--- config.mk ---
export PLATFORM = sky130hd
export DESIGN_NAME = eeprom_host_ctl
export DESIGN_NICKNAME = d
export VERILOG_FILES = /design/src/eeprom_ctl_pkg.sv /design/src/eeprom_host_ctl.sv /design/src/tick_divider.sv /design/src/tick_timer.sv
export VERILOG_INCLUDE_DIRS = /design/src
export SDC_FILE = /design/constraint.sdc
export NUM_CORES = 1
export LEC_CHECK = 0
export BUFFER_PORTS_ARGS = -buffer_cell sky130_fd_sc_hd__buf_4
export CAP_MARGIN = 20
export CORE_ASPECT_RATIO = 0.7
export CORE_MARGIN = 8
export CORE_UTILIZATION = 50
export CTS_CLUSTER_DIAMETER = 40
export DETAILED_ROUTE_END_ITERATION = 12
export GPL_TIMING_DRIVEN = 0
export PLACE_DENSITY_LB_ADDON = 0.15
export SLEW_MARGIN = 40
export SYNTH_ARGS = -nofsm -noshare
export SYNTH_HDL_FRONTEND = slang
export SYNTH_SLANG_ARGS = --single-unit
--- constraint.sdc ---
create_clock -name clk -period 2.4 [get_ports clk]
set_input_delay 0.48 -clock clk [delete_from_list [all_inputs] [get_ports clk]]
set_output_delay 0.48 -clock clk [all_outputs]
set_load 0.01 [all_outputs]
--- src/eeprom_ctl_defines.svh ---
`ifndef EEPROM_CTL_DEFINES_SVH
`define EEPROM_CTL_DEFINES_SVH

// Host register map, word index on the software port
`define HREG_CMD 4'h0
`define HREG_ADDR 4'h1
`define HREG_DATA 4'h2
`define HREG_DIV 4'h3
`define HREG_STATUS 4'h4

// Command word fields
`define CMD_START 0
`define CMD_OP_LO 1
`define CMD_OP_HI 2
`define CMD_AUTO 3
`define CMD_BYTE 4
`define CMD_ROW 5
`define CMD_KEEP_LATCH 6
`define CMD_BULK_PROTECT 7

// Status word fields
`define ST_BUSY 0
`define ST_DONE 1
`define ST_TIMEOUT 2
`define ST_LATCH_HELD 3
`define ST_DIV_LOADED 4
`define ST_SPECIAL 5
`define ST_REFUSED 6

// Device register addresses on the device bus
`define DEV_MCR 16'h00F0
`define DEV_PROT 16'h00F1
`define DEV_CTL 16'h00F3
`define DEV_DIVH 16'h00EE
`define DEV_DIVL 16'h00EF
`define DEV_SHADOW_HI 16'h0FC0
`define DEV_SHADOW_LO 16'h0FC1

// Field positions and widths inside device registers
`define MCR_DEBUG_LOCKOUT 7
`define MCR_SHADOW_HIDE 6
`define PROT_SHADOW_PROTECT 7
`define DIVH_W 2

// Values written to the device
`define MCR_SHOW_VALUE 8'hBF
`define PROT_OPEN_VALUE 8'h7F
`define PROT_CLOSED_VALUE 8'hFF
`define SHADOW_HI_KEEP 6'h3F

// Timing
`define CLK_PERIOD_NS 10
`define NS_PER_US 1000
`define PROGRAM_TIME_US 10000
`define POLL_TIMEOUT_US 20000
`define DIV_DEFAULT 10'h000

`endif

--- src/eeprom_ctl_pkg.sv ---
package eeprom_ctl_pkg;

  typedef enum logic [1:0] {
    OP_PROGRAM,
    OP_ERASE,
    OP_SHADOW,
    OP_NONE
  } op_e;

  // Device control register image
  typedef struct packed {
    logic bulk_protect;
    logic rsvd;
    logic auto_clear;
    logic byte_sel;
    logic row_sel;
    logic erase;
    logic address_data_latch_enable;
    logic program_voltage_enable;
  } ctl_s;

  typedef struct packed {
    op_e op;
    logic auto_clear;
    logic byte_sel;
    logic row_sel;
    logic keep_latch;
    logic bulk_protect;
  } cmd_s;

endpackage

--- src/eeprom_host_ctl.sv ---
// Function
// - Manual sequence: latch, data, enable, wait, clear
// - Auto mode polls enable bit until cleared
// - Poll timeout still clears enable then latch
// - Chained writes keep latch between operations
// - Keep high shadow bits 7..2 at one
// - Load dividers before any program or erase
// - Initialise dividers right after reset
// - Special mode: dividers, unprotect, unhide shadow
// - Program only divider bits of shadow
// - Reprotect shadow after programming it
//
// The implementer's own choices: the register offsets and the strobed register port.
`timescale 1ns/100ps
`include "eeprom_ctl_defines.svh"

module eeprom_host_ctl #(
  parameter int PROGRAM_CYCLES_US = `PROGRAM_TIME_US,
  parameter int POLL_TIMEOUT_US = `POLL_TIMEOUT_US,
  parameter logic [9:0] DIV_RESET = `DIV_DEFAULT,
  parameter int ADDR_W = 16,
  parameter int DATA_W = 8
) (
  input wire logic clk,
  input wire logic srst,
  input wire logic [3:0] sw_addr,
  input wire logic [15:0] sw_wdata,
  input wire logic sw_wr,
  input wire logic sw_rd,
  output logic [15:0] sw_rdata,
  input wire logic special_mode_n,
  output logic [ADDR_W-1:0] dev_addr,
  output logic [DATA_W-1:0] dev_wdata,
  output logic dev_we,
  output logic dev_re,
  input wire logic [DATA_W-1:0] dev_rdata
);
  typedef enum logic [4:0] {
    S_INIT_H, S_INIT_L, S_IDLE, S_LATCH, S_DATA, S_PGM, S_WAIT, S_POLL_RD, S_POLL_CHK,
    S_CLR_PGM, S_CLR_LAT, S_SH_DIVH, S_SH_DIVL, S_SH_UNPROT, S_SH_SHOW, S_SH_PROT, S_DONE
  } state_e;

  function automatic eeprom_ctl_pkg::ctl_s make_ctl(input eeprom_ctl_pkg::cmd_s c,
                                                    input logic lat, input logic pgm);
    eeprom_ctl_pkg::ctl_s v;
    v = '0;
    v.bulk_protect = c.bulk_protect;
    v.auto_clear = c.auto_clear;
    v.byte_sel = c.byte_sel;
    v.row_sel = c.row_sel;
    v.erase = (c.op == eeprom_ctl_pkg::OP_ERASE);
    v.address_data_latch_enable = lat;
    v.program_voltage_enable = pgm;
    return v;
  endfunction

  state_e state;
  eeprom_ctl_pkg::cmd_s cmd;
  logic [ADDR_W-1:0] op_addr;
  logic [DATA_W-1:0] op_data;
  logic [9:0] div_value;
  logic [1:0] shadow_phase;
  logic latch_held;
  logic div_loaded;
  logic ev_done;
  logic ev_timeout;
  logic ev_refused;
  logic flag_done;
  logic flag_timeout;
  logic flag_refused;
  logic mode_meta;
  logic mode_sync;
  logic tick;
  logic timer_restart;
  logic timer_expired;
  logic [15:0] timer_limit;
  logic start_req;
  logic status_clear;

  assign start_req = sw_wr && sw_addr == `HREG_CMD && sw_wdata[`CMD_START];
  assign status_clear = sw_wr && sw_addr == `HREG_STATUS;
  assign timer_limit = cmd.auto_clear ? 16'(POLL_TIMEOUT_US) : 16'(PROGRAM_CYCLES_US);

  // Mode strap comes from a pin
  always_ff @(posedge clk) begin
    if (srst) begin
      mode_meta <= 1'b1;
      mode_sync <= 1'b1;
    end else begin
      mode_meta <= special_mode_n;
      mode_sync <= mode_meta;
    end
  end

  tick_divider #(.DIV(`NS_PER_US / `CLK_PERIOD_NS)) u_tick (
    .clk(clk),
    .srst(srst),
    .tick(tick)
  );

  tick_timer #(.W(16)) u_timer (
    .clk(clk),
    .srst(srst),
    .restart(timer_restart),
    .tick(tick),
    .limit(timer_limit),
    .expired(timer_expired)
  );

  // Operand registers
  always_ff @(posedge clk) begin
    if (srst) begin
      op_addr <= '0;
      op_data <= '0;
      div_value <= DIV_RESET;
    end else if (sw_wr && state == S_IDLE) begin
      if (sw_addr == `HREG_ADDR) op_addr <= sw_wdata[ADDR_W-1:0];
      if (sw_addr == `HREG_DATA) op_data <= sw_wdata[DATA_W-1:0];
      if (sw_addr == `HREG_DIV) div_value <= sw_wdata[9:0];
    end else if (state == S_SH_SHOW) begin
      op_addr <= `DEV_SHADOW_HI;
      op_data <= {`SHADOW_HI_KEEP, div_value[9:8]};
    end else if (state == S_CLR_LAT && shadow_phase == 2'h1) begin
      op_addr <= `DEV_SHADOW_LO;
      op_data <= div_value[7:0];
    end
  end

  // Sequencer and device bus
  always_ff @(posedge clk) begin
    if (srst) begin
      state <= S_INIT_H;
      cmd <= '0;
      dev_addr <= '0;
      dev_wdata <= '0;
      dev_we <= 1'b0;
      dev_re <= 1'b0;
      latch_held <= 1'b0;
      div_loaded <= 1'b0;
      shadow_phase <= 2'h0;
      timer_restart <= 1'b0;
      ev_done <= 1'b0;
      ev_timeout <= 1'b0;
      ev_refused <= 1'b0;
    end else begin
      dev_we <= 1'b0;
      dev_re <= 1'b0;
      timer_restart <= 1'b0;
      ev_done <= 1'b0;
      ev_timeout <= 1'b0;
      ev_refused <= 1'b0;
      case (state)
        S_INIT_H: begin
          dev_we <= 1'b1;
          dev_addr <= `DEV_DIVH;
          dev_wdata <= DATA_W'(div_value[9:8]);
          state <= S_INIT_L;
        end
        S_INIT_L: begin
          dev_we <= 1'b1;
          dev_addr <= `DEV_DIVL;
          dev_wdata <= div_value[7:0];
          div_loaded <= 1'b1;
          state <= S_IDLE;
        end
        S_IDLE: begin
          if (start_req) begin
            cmd.op <= eeprom_ctl_pkg::op_e'(sw_wdata[`CMD_OP_HI:`CMD_OP_LO]);
            cmd.auto_clear <= sw_wdata[`CMD_AUTO];
            cmd.byte_sel <= sw_wdata[`CMD_BYTE];
            cmd.row_sel <= sw_wdata[`CMD_ROW];
            cmd.keep_latch <= sw_wdata[`CMD_KEEP_LATCH];
            cmd.bulk_protect <= sw_wdata[`CMD_BULK_PROTECT];
            shadow_phase <= 2'h0;
            if (sw_wdata[`CMD_OP_HI:`CMD_OP_LO] == 2'h2) begin
              // Shadow setup needs special mode and a fresh latch
              if (!mode_sync && !latch_held) begin
                state <= S_SH_DIVH;
              end else begin
                ev_refused <= 1'b1;
              end
            end else if (sw_wdata[`CMD_OP_HI:`CMD_OP_LO] == 2'h3) begin
              ev_refused <= 1'b1;
            end else if (latch_held) begin
              state <= S_DATA;
            end else begin
              state <= S_LATCH;
            end
          end
        end
        S_LATCH: begin
          dev_we <= 1'b1;
          dev_addr <= `DEV_CTL;
          dev_wdata <= make_ctl(cmd, 1'b1, 1'b0);
          latch_held <= 1'b1;
          state <= S_DATA;
        end
        S_DATA: begin
          dev_we <= 1'b1;
          dev_addr <= op_addr;
          dev_wdata <= op_data;
          state <= S_PGM;
        end
        S_PGM: begin
          // Separate write: enable only sticks once latch is already set
          dev_we <= 1'b1;
          dev_addr <= `DEV_CTL;
          dev_wdata <= make_ctl(cmd, 1'b1, 1'b1);
          timer_restart <= 1'b1;
          state <= cmd.auto_clear ? S_POLL_RD : S_WAIT;
        end
        S_WAIT: begin
          if (timer_expired && !timer_restart) state <= S_CLR_PGM;
        end
        S_POLL_RD: begin
          dev_re <= 1'b1;
          dev_addr <= `DEV_CTL;
          state <= S_POLL_CHK;
        end
        S_POLL_CHK: begin
          if (dev_re) begin
            state <= S_POLL_CHK;
          end else if (!dev_rdata[0]) begin
            state <= S_CLR_PGM;
          end else if (timer_expired) begin
            // A protected target never clears the enable by itself
            ev_timeout <= 1'b1;
            state <= S_CLR_PGM;
          end else begin
            state <= S_POLL_RD;
          end
        end
        S_CLR_PGM: begin
          dev_we <= 1'b1;
          dev_addr <= `DEV_CTL;
          dev_wdata <= make_ctl(cmd, 1'b1, 1'b0);
          // A timed-out operation always drops the latch as well
          if (cmd.keep_latch && shadow_phase == 2'h0 && !ev_timeout) begin
            state <= S_DONE;
          end else begin
            state <= S_CLR_LAT;
          end
        end
        S_CLR_LAT: begin
          dev_we <= 1'b1;
          dev_addr <= `DEV_CTL;
          dev_wdata <= make_ctl(cmd, 1'b0, 1'b0);
          latch_held <= 1'b0;
          if (shadow_phase == 2'h1) begin
            shadow_phase <= 2'h2;
            state <= S_LATCH;
          end else if (shadow_phase == 2'h2) begin
            state <= S_SH_PROT;
          end else begin
            state <= S_DONE;
          end
        end
        S_SH_DIVH: begin
          dev_we <= 1'b1;
          dev_addr <= `DEV_DIVH;
          dev_wdata <= DATA_W'(div_value[9:8]);
          state <= S_SH_DIVL;
        end
        S_SH_DIVL: begin
          dev_we <= 1'b1;
          dev_addr <= `DEV_DIVL;
          dev_wdata <= div_value[7:0];
          state <= S_SH_UNPROT;
        end
        S_SH_UNPROT: begin
          dev_we <= 1'b1;
          dev_addr <= `DEV_PROT;
          dev_wdata <= `PROT_OPEN_VALUE;
          state <= S_SH_SHOW;
        end
        S_SH_SHOW: begin
          // Clearing shadow_hide maps the shadow word; test bits stay one
          dev_we <= 1'b1;
          dev_addr <= `DEV_MCR;
          dev_wdata <= `MCR_SHOW_VALUE;
          cmd.op <= eeprom_ctl_pkg::OP_PROGRAM;
          cmd.byte_sel <= 1'b1;
          cmd.auto_clear <= 1'b0;
          cmd.keep_latch <= 1'b0;
          shadow_phase <= 2'h1;
          state <= S_LATCH;
        end
        S_SH_PROT: begin
          dev_we <= 1'b1;
          dev_addr <= `DEV_PROT;
          dev_wdata <= `PROT_CLOSED_VALUE;
          state <= S_DONE;
        end
        S_DONE: begin
          ev_done <= 1'b1;
          shadow_phase <= 2'h0;
          state <= S_IDLE;
        end
        default: state <= S_IDLE;
      endcase
    end
  end

  // Sticky status; a new event wins over a clear in the same cycle
  always_ff @(posedge clk) begin
    if (srst) begin
      flag_done <= 1'b0;
      flag_timeout <= 1'b0;
      flag_refused <= 1'b0;
    end else begin
      flag_done <= ev_done | (flag_done & ~(status_clear & sw_wdata[`ST_DONE]));
      flag_timeout <= ev_timeout | (flag_timeout & ~(status_clear & sw_wdata[`ST_TIMEOUT]));
      flag_refused <= ev_refused | (flag_refused & ~(status_clear & sw_wdata[`ST_REFUSED]));
    end
  end

  always_ff @(posedge clk) begin
    if (srst) begin
      sw_rdata <= '0;
    end else if (sw_rd) begin
      case (sw_addr)
        `HREG_ADDR: sw_rdata <= 16'(op_addr);
        `HREG_DATA: sw_rdata <= 16'(op_data);
        `HREG_DIV: sw_rdata <= {6'h00, div_value};
        `HREG_STATUS: begin
          sw_rdata <= '0;
          sw_rdata[`ST_BUSY] <= state != S_IDLE;
          sw_rdata[`ST_DONE] <= flag_done;
          sw_rdata[`ST_TIMEOUT] <= flag_timeout;
          sw_rdata[`ST_LATCH_HELD] <= latch_held;
          sw_rdata[`ST_DIV_LOADED] <= div_loaded;
          sw_rdata[`ST_SPECIAL] <= ~mode_sync;
          sw_rdata[`ST_REFUSED] <= flag_refused;
        end
        default: sw_rdata <= '0;
      endcase
    end else begin
      sw_rdata <= '0;
    end
  end

  // Checks on what this controller drives
  logic ctl_wr;
  eeprom_ctl_pkg::ctl_s ctl_w;
  eeprom_ctl_pkg::ctl_s ctl_last;
  logic shadow_run;
  assign ctl_wr = dev_we && dev_addr == `DEV_CTL;
  assign ctl_w = dev_wdata;
  assign shadow_run = shadow_phase != 2'h0;

  always_ff @(posedge clk) begin
    if (srst) ctl_last <= '0;
    else if (ctl_wr) ctl_last <= ctl_w;
  end
endmodule // eeprom_host_ctl

--- src/tick_divider.sv ---
`timescale 1ns/100ps
`include "eeprom_ctl_defines.svh"

// One-cycle enable every DIV clocks
module tick_divider #(
  parameter int DIV = `NS_PER_US / `CLK_PERIOD_NS
) (
  input wire logic clk,
  input wire logic srst,
  output logic tick
);
  logic [$clog2(DIV+1)-1:0] cnt;

  always_ff @(posedge clk) begin
    if (srst) begin
      cnt <= '0;
      tick <= 1'b0;
    end else if (cnt == ($clog2(DIV+1))'(DIV - 1)) begin
      cnt <= '0;
      tick <= 1'b1;
    end else begin
      cnt <= cnt + 1'b1;
      tick <= 1'b0;
    end
  end
endmodule // tick_divider

--- src/tick_timer.sv ---
`timescale 1ns/100ps

// Counts enable pulses from a restart up to a limit
module tick_timer #(
  parameter int W = 16
) (
  input wire logic clk,
  input wire logic srst,
  input wire logic restart,
  input wire logic tick,
  input wire logic [W-1:0] limit,
  output logic expired
);
  logic [W-1:0] cnt;

  always_ff @(posedge clk) begin
    if (srst || restart) begin
      cnt <= '0;
      expired <= 1'b0;
    end else if (tick && !expired) begin
      cnt <= cnt + 1'b1;
      // The free-running tick has an unknown phase at restart, so count one
      // extra tick to guarantee at least limit full periods
      expired <= (cnt + 1'b1) > limit;
    end
  end
endmodule // tick_timer

# Word level (Yosys, flattened, before mapping)
# Index checks and enable logic that the tools add are counted.
# classes
n_addsub	2
n_mul	0
div	0
n_lt_le_gt_ge	1
n_eq_ne	34
shifts	0
muxes	42
n_bitwise	18
n_reduce_logical	42
# ops
operator	n
16-bit case mux with 6 select lines	1
5-bit case mux with 15 select lines	1
8-bit case mux with 9 select lines	1
16-bit 2-to-1 mux	4
16-bit case mux with 4 select lines	1
5-bit by 4-bit equality test with 1-bit output (second input constant)	8
5-bit 2-to-1 mux	8
8-bit 2-to-1 mux	4
5-bit by 3-bit equality test with 1-bit output (second input constant)	4
16-bit by 1-bit adder with 16-bit output (second input constant)	1
16-bit by 15-bit greater-than comparator with 1-bit output	1
15-bit 2-to-1 mux	1
4-bit 2-to-1 mux	3
12-bit OR reduction	1
2-bit OR reduction	6
5-bit by 2-bit equality test with 1-bit output (second input constant)	2
1-bit logical AND	10
1-bit 2-to-1 mux	10
2-bit AND reduction	5
1-bit inverter	9
9-bit nonzero test	1
4-bit by 2-bit equality test with 1-bit output (second input constant)	2
2-bit case mux with 4 select lines	1
4-bit case mux with 2 select lines	1
other kinds (33)	53
# word_totals
register_bits	126
latch_bits	0
ramBits	0
rom_bits	0
word_cells	170
memories	0

# Logic depth before layout (Yosys ltp)
# depth
ltp_word	6
mapped_depth	10
ltp_nobuf	9

# Hierarchy
# Synthesis repeated with hierarchy kept, for this count alone.
# hier_totals
hier_cells	778
area_unflattened_um2	6437.4
# by_module_without_submodules
module	n_inst	cells_each	area_per_inst_um2
eeprom_host_ctl	1	571	4750.8
tick_timer	1	173	1358.8
tick_divider	1	34	327.8

# Worst setup path after synthesis
# Ideal clock, no wire load.
# synth_path
path_kind	reg2reg
start	reg u_timer.cnt[0]
end	reg u_timer.expired
setup_ps	127
t_arrival_ps	2016
required_time_ps	2273
path_slack_ps	256
stages_incl_launch_ff	10
n_path_buf	0
period_less_slack_ps	2144
path_cell_list	dfxtp_1 > nand2_1 > nor4_2 > nand3_1 > xnor2_1 > ha_1 > nand3_1 > a211oi_2 > a31o_1 > a31oi_1
# synth_between
elab_chain_cells	2
# synth_lines
item	line	rtl
from (decl)	tick_timer.sv:14	logic [W-1:0] cnt;
from (signal assigned)	tick_timer.sv:21	cnt <= cnt + 1'b1;
16-bit by 1-bit adder with 16-bit output	tick_timer.sv:24	expired <= (cnt + 1'b1) > limit;
16-bit by 15-bit greater-than comparator with 1-bit output	tick_timer.sv:24	
to (signal assigned)	tick_timer.sv:24	
to (decl)	tick_timer.sv:12	output logic expired
# Every way passes these cells.
# A chain may end at the register's enable or synchronous reset.

# Worst setup path in the final report
# layout_path
start	reg u_timer.cnt[5]
end	reg u_timer.expired
# Same word-level chain as after synthesis.

==> metrics.md <==
| Metric | Value |
|---|---|
| Outcome | `completed` |
| Slew HR | `0.443` |
| Port bufs | `64` |
| Synth top cells by count | `126 x dfxtp_1, 91 x nand2_1, 83 x nor2_1` |
| Area growth, synth to finish | `22.9%` |
| Detailed-route wire length | `20500 um` |
| First-pass GRT wire length | `31500 um` |
| R2r setup slk | `0.08 ns` |
| Worst min path class | `in2reg` |
| P_leak | `0.00284 uW` |
| Critical Path End Type | `flop` |
| Fin. Hold Viols | `0` |
| Die width | `148 um` |
| Final setup vio count | `0` |
| CTS tree | `built` |
| CTS clock-pin slew for the worst setup and hold paths | `0.06 ns` |
| Clock Path Buffers | `2` |
| Fin cells | `984` |
| Yosys reg bits | `126` |
| Total CTS buffers | `17` |
| Total number of vias | `5976` |
| Pin count of the biggest net entering global routing | `17` |
| Fill cells | `998` |
| Synthesized area | `6130 sq um` |
| GRT busiest layer | `met1` |
| Number of nets in the layout | `860` |
| R2R cell count | `11` |
| Top-area cell type share of the netlist area | `0.412` |
| Post-synth EDFFs | `0` |
| Most used DFF post-synth | `dfxtp_1` |
| Initial antenna violation count | `0` |
| Synth area leaders | `dfxtp_1 41%, nand2_1 5.6%, a21oi_1 5.5%` |
| Overflow after GRT | `0` |
| Worst EP required | `2.75 ns` |
| TritonCTS Sinks | `126` |
| Initial drt markers | `758` |
| Total of warnings raised by yosys | `0` |
| Sequential cell area | `2530 sq um` |
| Post-Synthesis Cells | `729` |
| Synth area leader | `dfxtp_1` |
| IO Pins | `75` |
| PwrDens | `971 nW/um^2` |
| Total Power | `7310 uW` |
| Drt drc | `0` |
| Worst Tran Pin Value | `0.836 ns` |
| Routing usage on met2 | `0.340` |
| VDD IR max | `0.575 mV` |
| Global routing usage on met3 | `0.0827` |
| Post-synthesis sequential area ratio | `0.412` |
| Switching power | `2540 uW` |
| Max Cap Viol | `0` |
| Startpoint Class | `flop` |
| Critical path class | `reg2reg` |
| CP Capture Point | `u_timer.expired$_SDFFE_PP0P_` |
| Clock Latency Late Sink | `0.42 ns` |
| Overall Global Routing Usage | `0.254` |
| Root buffer cell | `clkbuf_16` |
| Total die area | `16100 sq um` |
| Min Clock Period, post-route | `2.32 ns` |
| Detailed placement HPWL | `15500 um` |
| Die span in y | `109 um` |
| FF-to-FF End | `u_timer.expired$_SDFFE_PP0P_` |
| Setup crit start | `u_timer.cnt[5]$_SDFFE_PP0P_` |
| Detail Route Antenna Nets | `0` |
| Placed cell count | `950` |
| Crit-path max FO | `7` |
| Reg2reg start | `u_timer.cnt[5]$_SDFFE_PP0P_` |
| Worst Clk Skew | `0.00689 ns` |
| Core ar. | `11900 sq um` |
| Yosys cell types | `82` |
| Period utilization | `0.968` |
| Top-count cell post-synth | `dfxtp_1` |
| Comb power frac | `0.296` |
| DR WL/cell | `20.9 um` |
| H-tree depth | `4` |
| Clock power share | `0.381` |
| Initial Util | `0.517` |
| GRT met1 Usage | `0.376` |
| Flop pwr share | `0.323` |
| Vias in the first global route | `5420` |
| Post-layout util | `0.636` |
| Vias per cell | `6.07` |
| Net Count, Synth | `774` |
| Gpl congestion | `0.971` |
| P_int | `4770 uW` |
| Fraction of registers with async set/reset | `0` |
| Row count | `33` |
| Multi-input logic area | `3360 sq um` |
| Fmax | `431 MHz` |
| Mean Syn Cell Area | `8.41 sq um` |
| CP arrival | `2.67 ns` |
| Final slew viol count | `0` |
| Antenna cells | `0` |
| Sw frac | `0.347` |
| Share of cells above drive strength 1 | `0.207` |
| Drt pass-1 iters | `6` |
## logic make-up after synthesis
group                    Yosys count  share of synthesized area
adder cells (fa/ha/maj)           12                     0.0245
multiplexers                       4                    0.00674
XOR/XNOR                          30                     0.0429
AND/OR/NAND/NOR                  308                      0.256
buffers and inverters             64                     0.0506
AO/OA/AOI/OAI                    185                      0.208
flip-flops                       126                      0.412
## through the flow
stage	instance area, sq um	setup WS (ns)	hold slack [ns]	setup TNS [ns]
2_1_floorplan	6130	0.256	0.389	0
3_3_place_gp	6810	-0.106	0.400	-0.106
3_5_place_dp	6810	-0.185	0.395	-0.185
4_1_cts	7470	0.00488	0.231	0
5_1_grt	7530	-0.00680	0.236	-0.00680
6_report	7530	0.0777	0.240	0
## worst min path at each step
stage	from	to	cells after the start	slack, ns
2_1_floorplan	mode_meta$_SDFF_PP1_	mode_sync$_SDFF_PP1_	1	0.39
3_3_place_gp	mode_meta$_SDFF_PP1_	mode_sync$_SDFF_PP1_	1	0.40
3_5_place_dp	mode_meta$_SDFF_PP1_	mode_sync$_SDFF_PP1_	1	0.39
4_1_cts	special_mode_n	mode_meta$_SDFF_PP1_	2	0.23
5_1_grt	special_mode_n	mode_meta$_SDFF_PP1_	2	0.24
6_report	special_mode_n	mode_meta$_SDFF_PP1_	2	0.24
## worst max-delay path, stage by stage, from the launching register on
cell	delay, ns
dfxtp_1	0.30
buf_2	0.19
nand3_4	0.13
nor4_4	0.32
buf_4	0.18
nand3_2	0.09
xnor2_2	0.18
ha_1	0.31
nand3_1	0.08
a211oi_2	0.19
o31ai_1	0.11
a31oi_1	0.17
## power groups by stage
stage          clock, uW  sequential [uW]  combinational (uW)
6_report            2790             2360                2160
3_3_place_gp           0             2390                2090
3_5_place_dp           0             2400                2080
5_1_grt             2890             2380                2320
2_1_floorplan          0             2430                1300
4_1_cts             2800             2360                2100
## routing by layer
layer,part of all wire,routed length (um)
met2,0.39,8090
met1,0.48,9790
met5,0,0
met4,0.014,288
met3,0.11,2350
## placed cells by master (no fill, tap or decap), types with 6 or more instances in the layout
master	synthesis	final
dfxtp_1	126	121
nand2_1	91	90
nor2_1	83	83
buf_4	7	74
a21oi_1	67	67
nand3_1	27	25
nor3_1	26	25
xor2_1	20	20
clkbuf_1	18	18
o21ai_0	18	18
clkbuf_16	0	17
buf_2	17	16
a22oi_1	14	14
inv_1	13	13
nand2b_1	11	11
ha_1	12	11
xnor2_1	10	9
and2_1	9	9
a221oi_1	8	8
nand4_1	7	7
o221ai_1	7	7
and3_1	6	6
a31oi_1	6	6
nor4_1	6	6
a222oi_1	6	6
## state kept, by name (all words and copies together) (netlist names), 5 cells and up
signal and count:
cmd 7, dev_addr 16, dev_wdata 8, div_value 10, op_addr 16, op_data 8
state 5, sw_rdata 16, u_tick.cnt 7, u_timer.cnt 16
## repair_timing
item | CTS | global route
endpoints found under the setup margin | 1 | 1
pin swaps | 1 | 4
gates resized for setup | 2 | 13
setup buffers | 1 | 2
hold buffers | 0 | 0
cloned | 0 | 0
## layout make-up
class	count	share of cell area
inverter	16	0.00797
tap	157	0.0261
timing repair buffer	67	0.0668
clock buffer	17	0.0565
buffer	48	0.0336
multi-input combinational	539	0.446
clock inverter	14	0.0274
sequential	126	0.336
No activity file was read; power rests on OpenSTA's default activity.
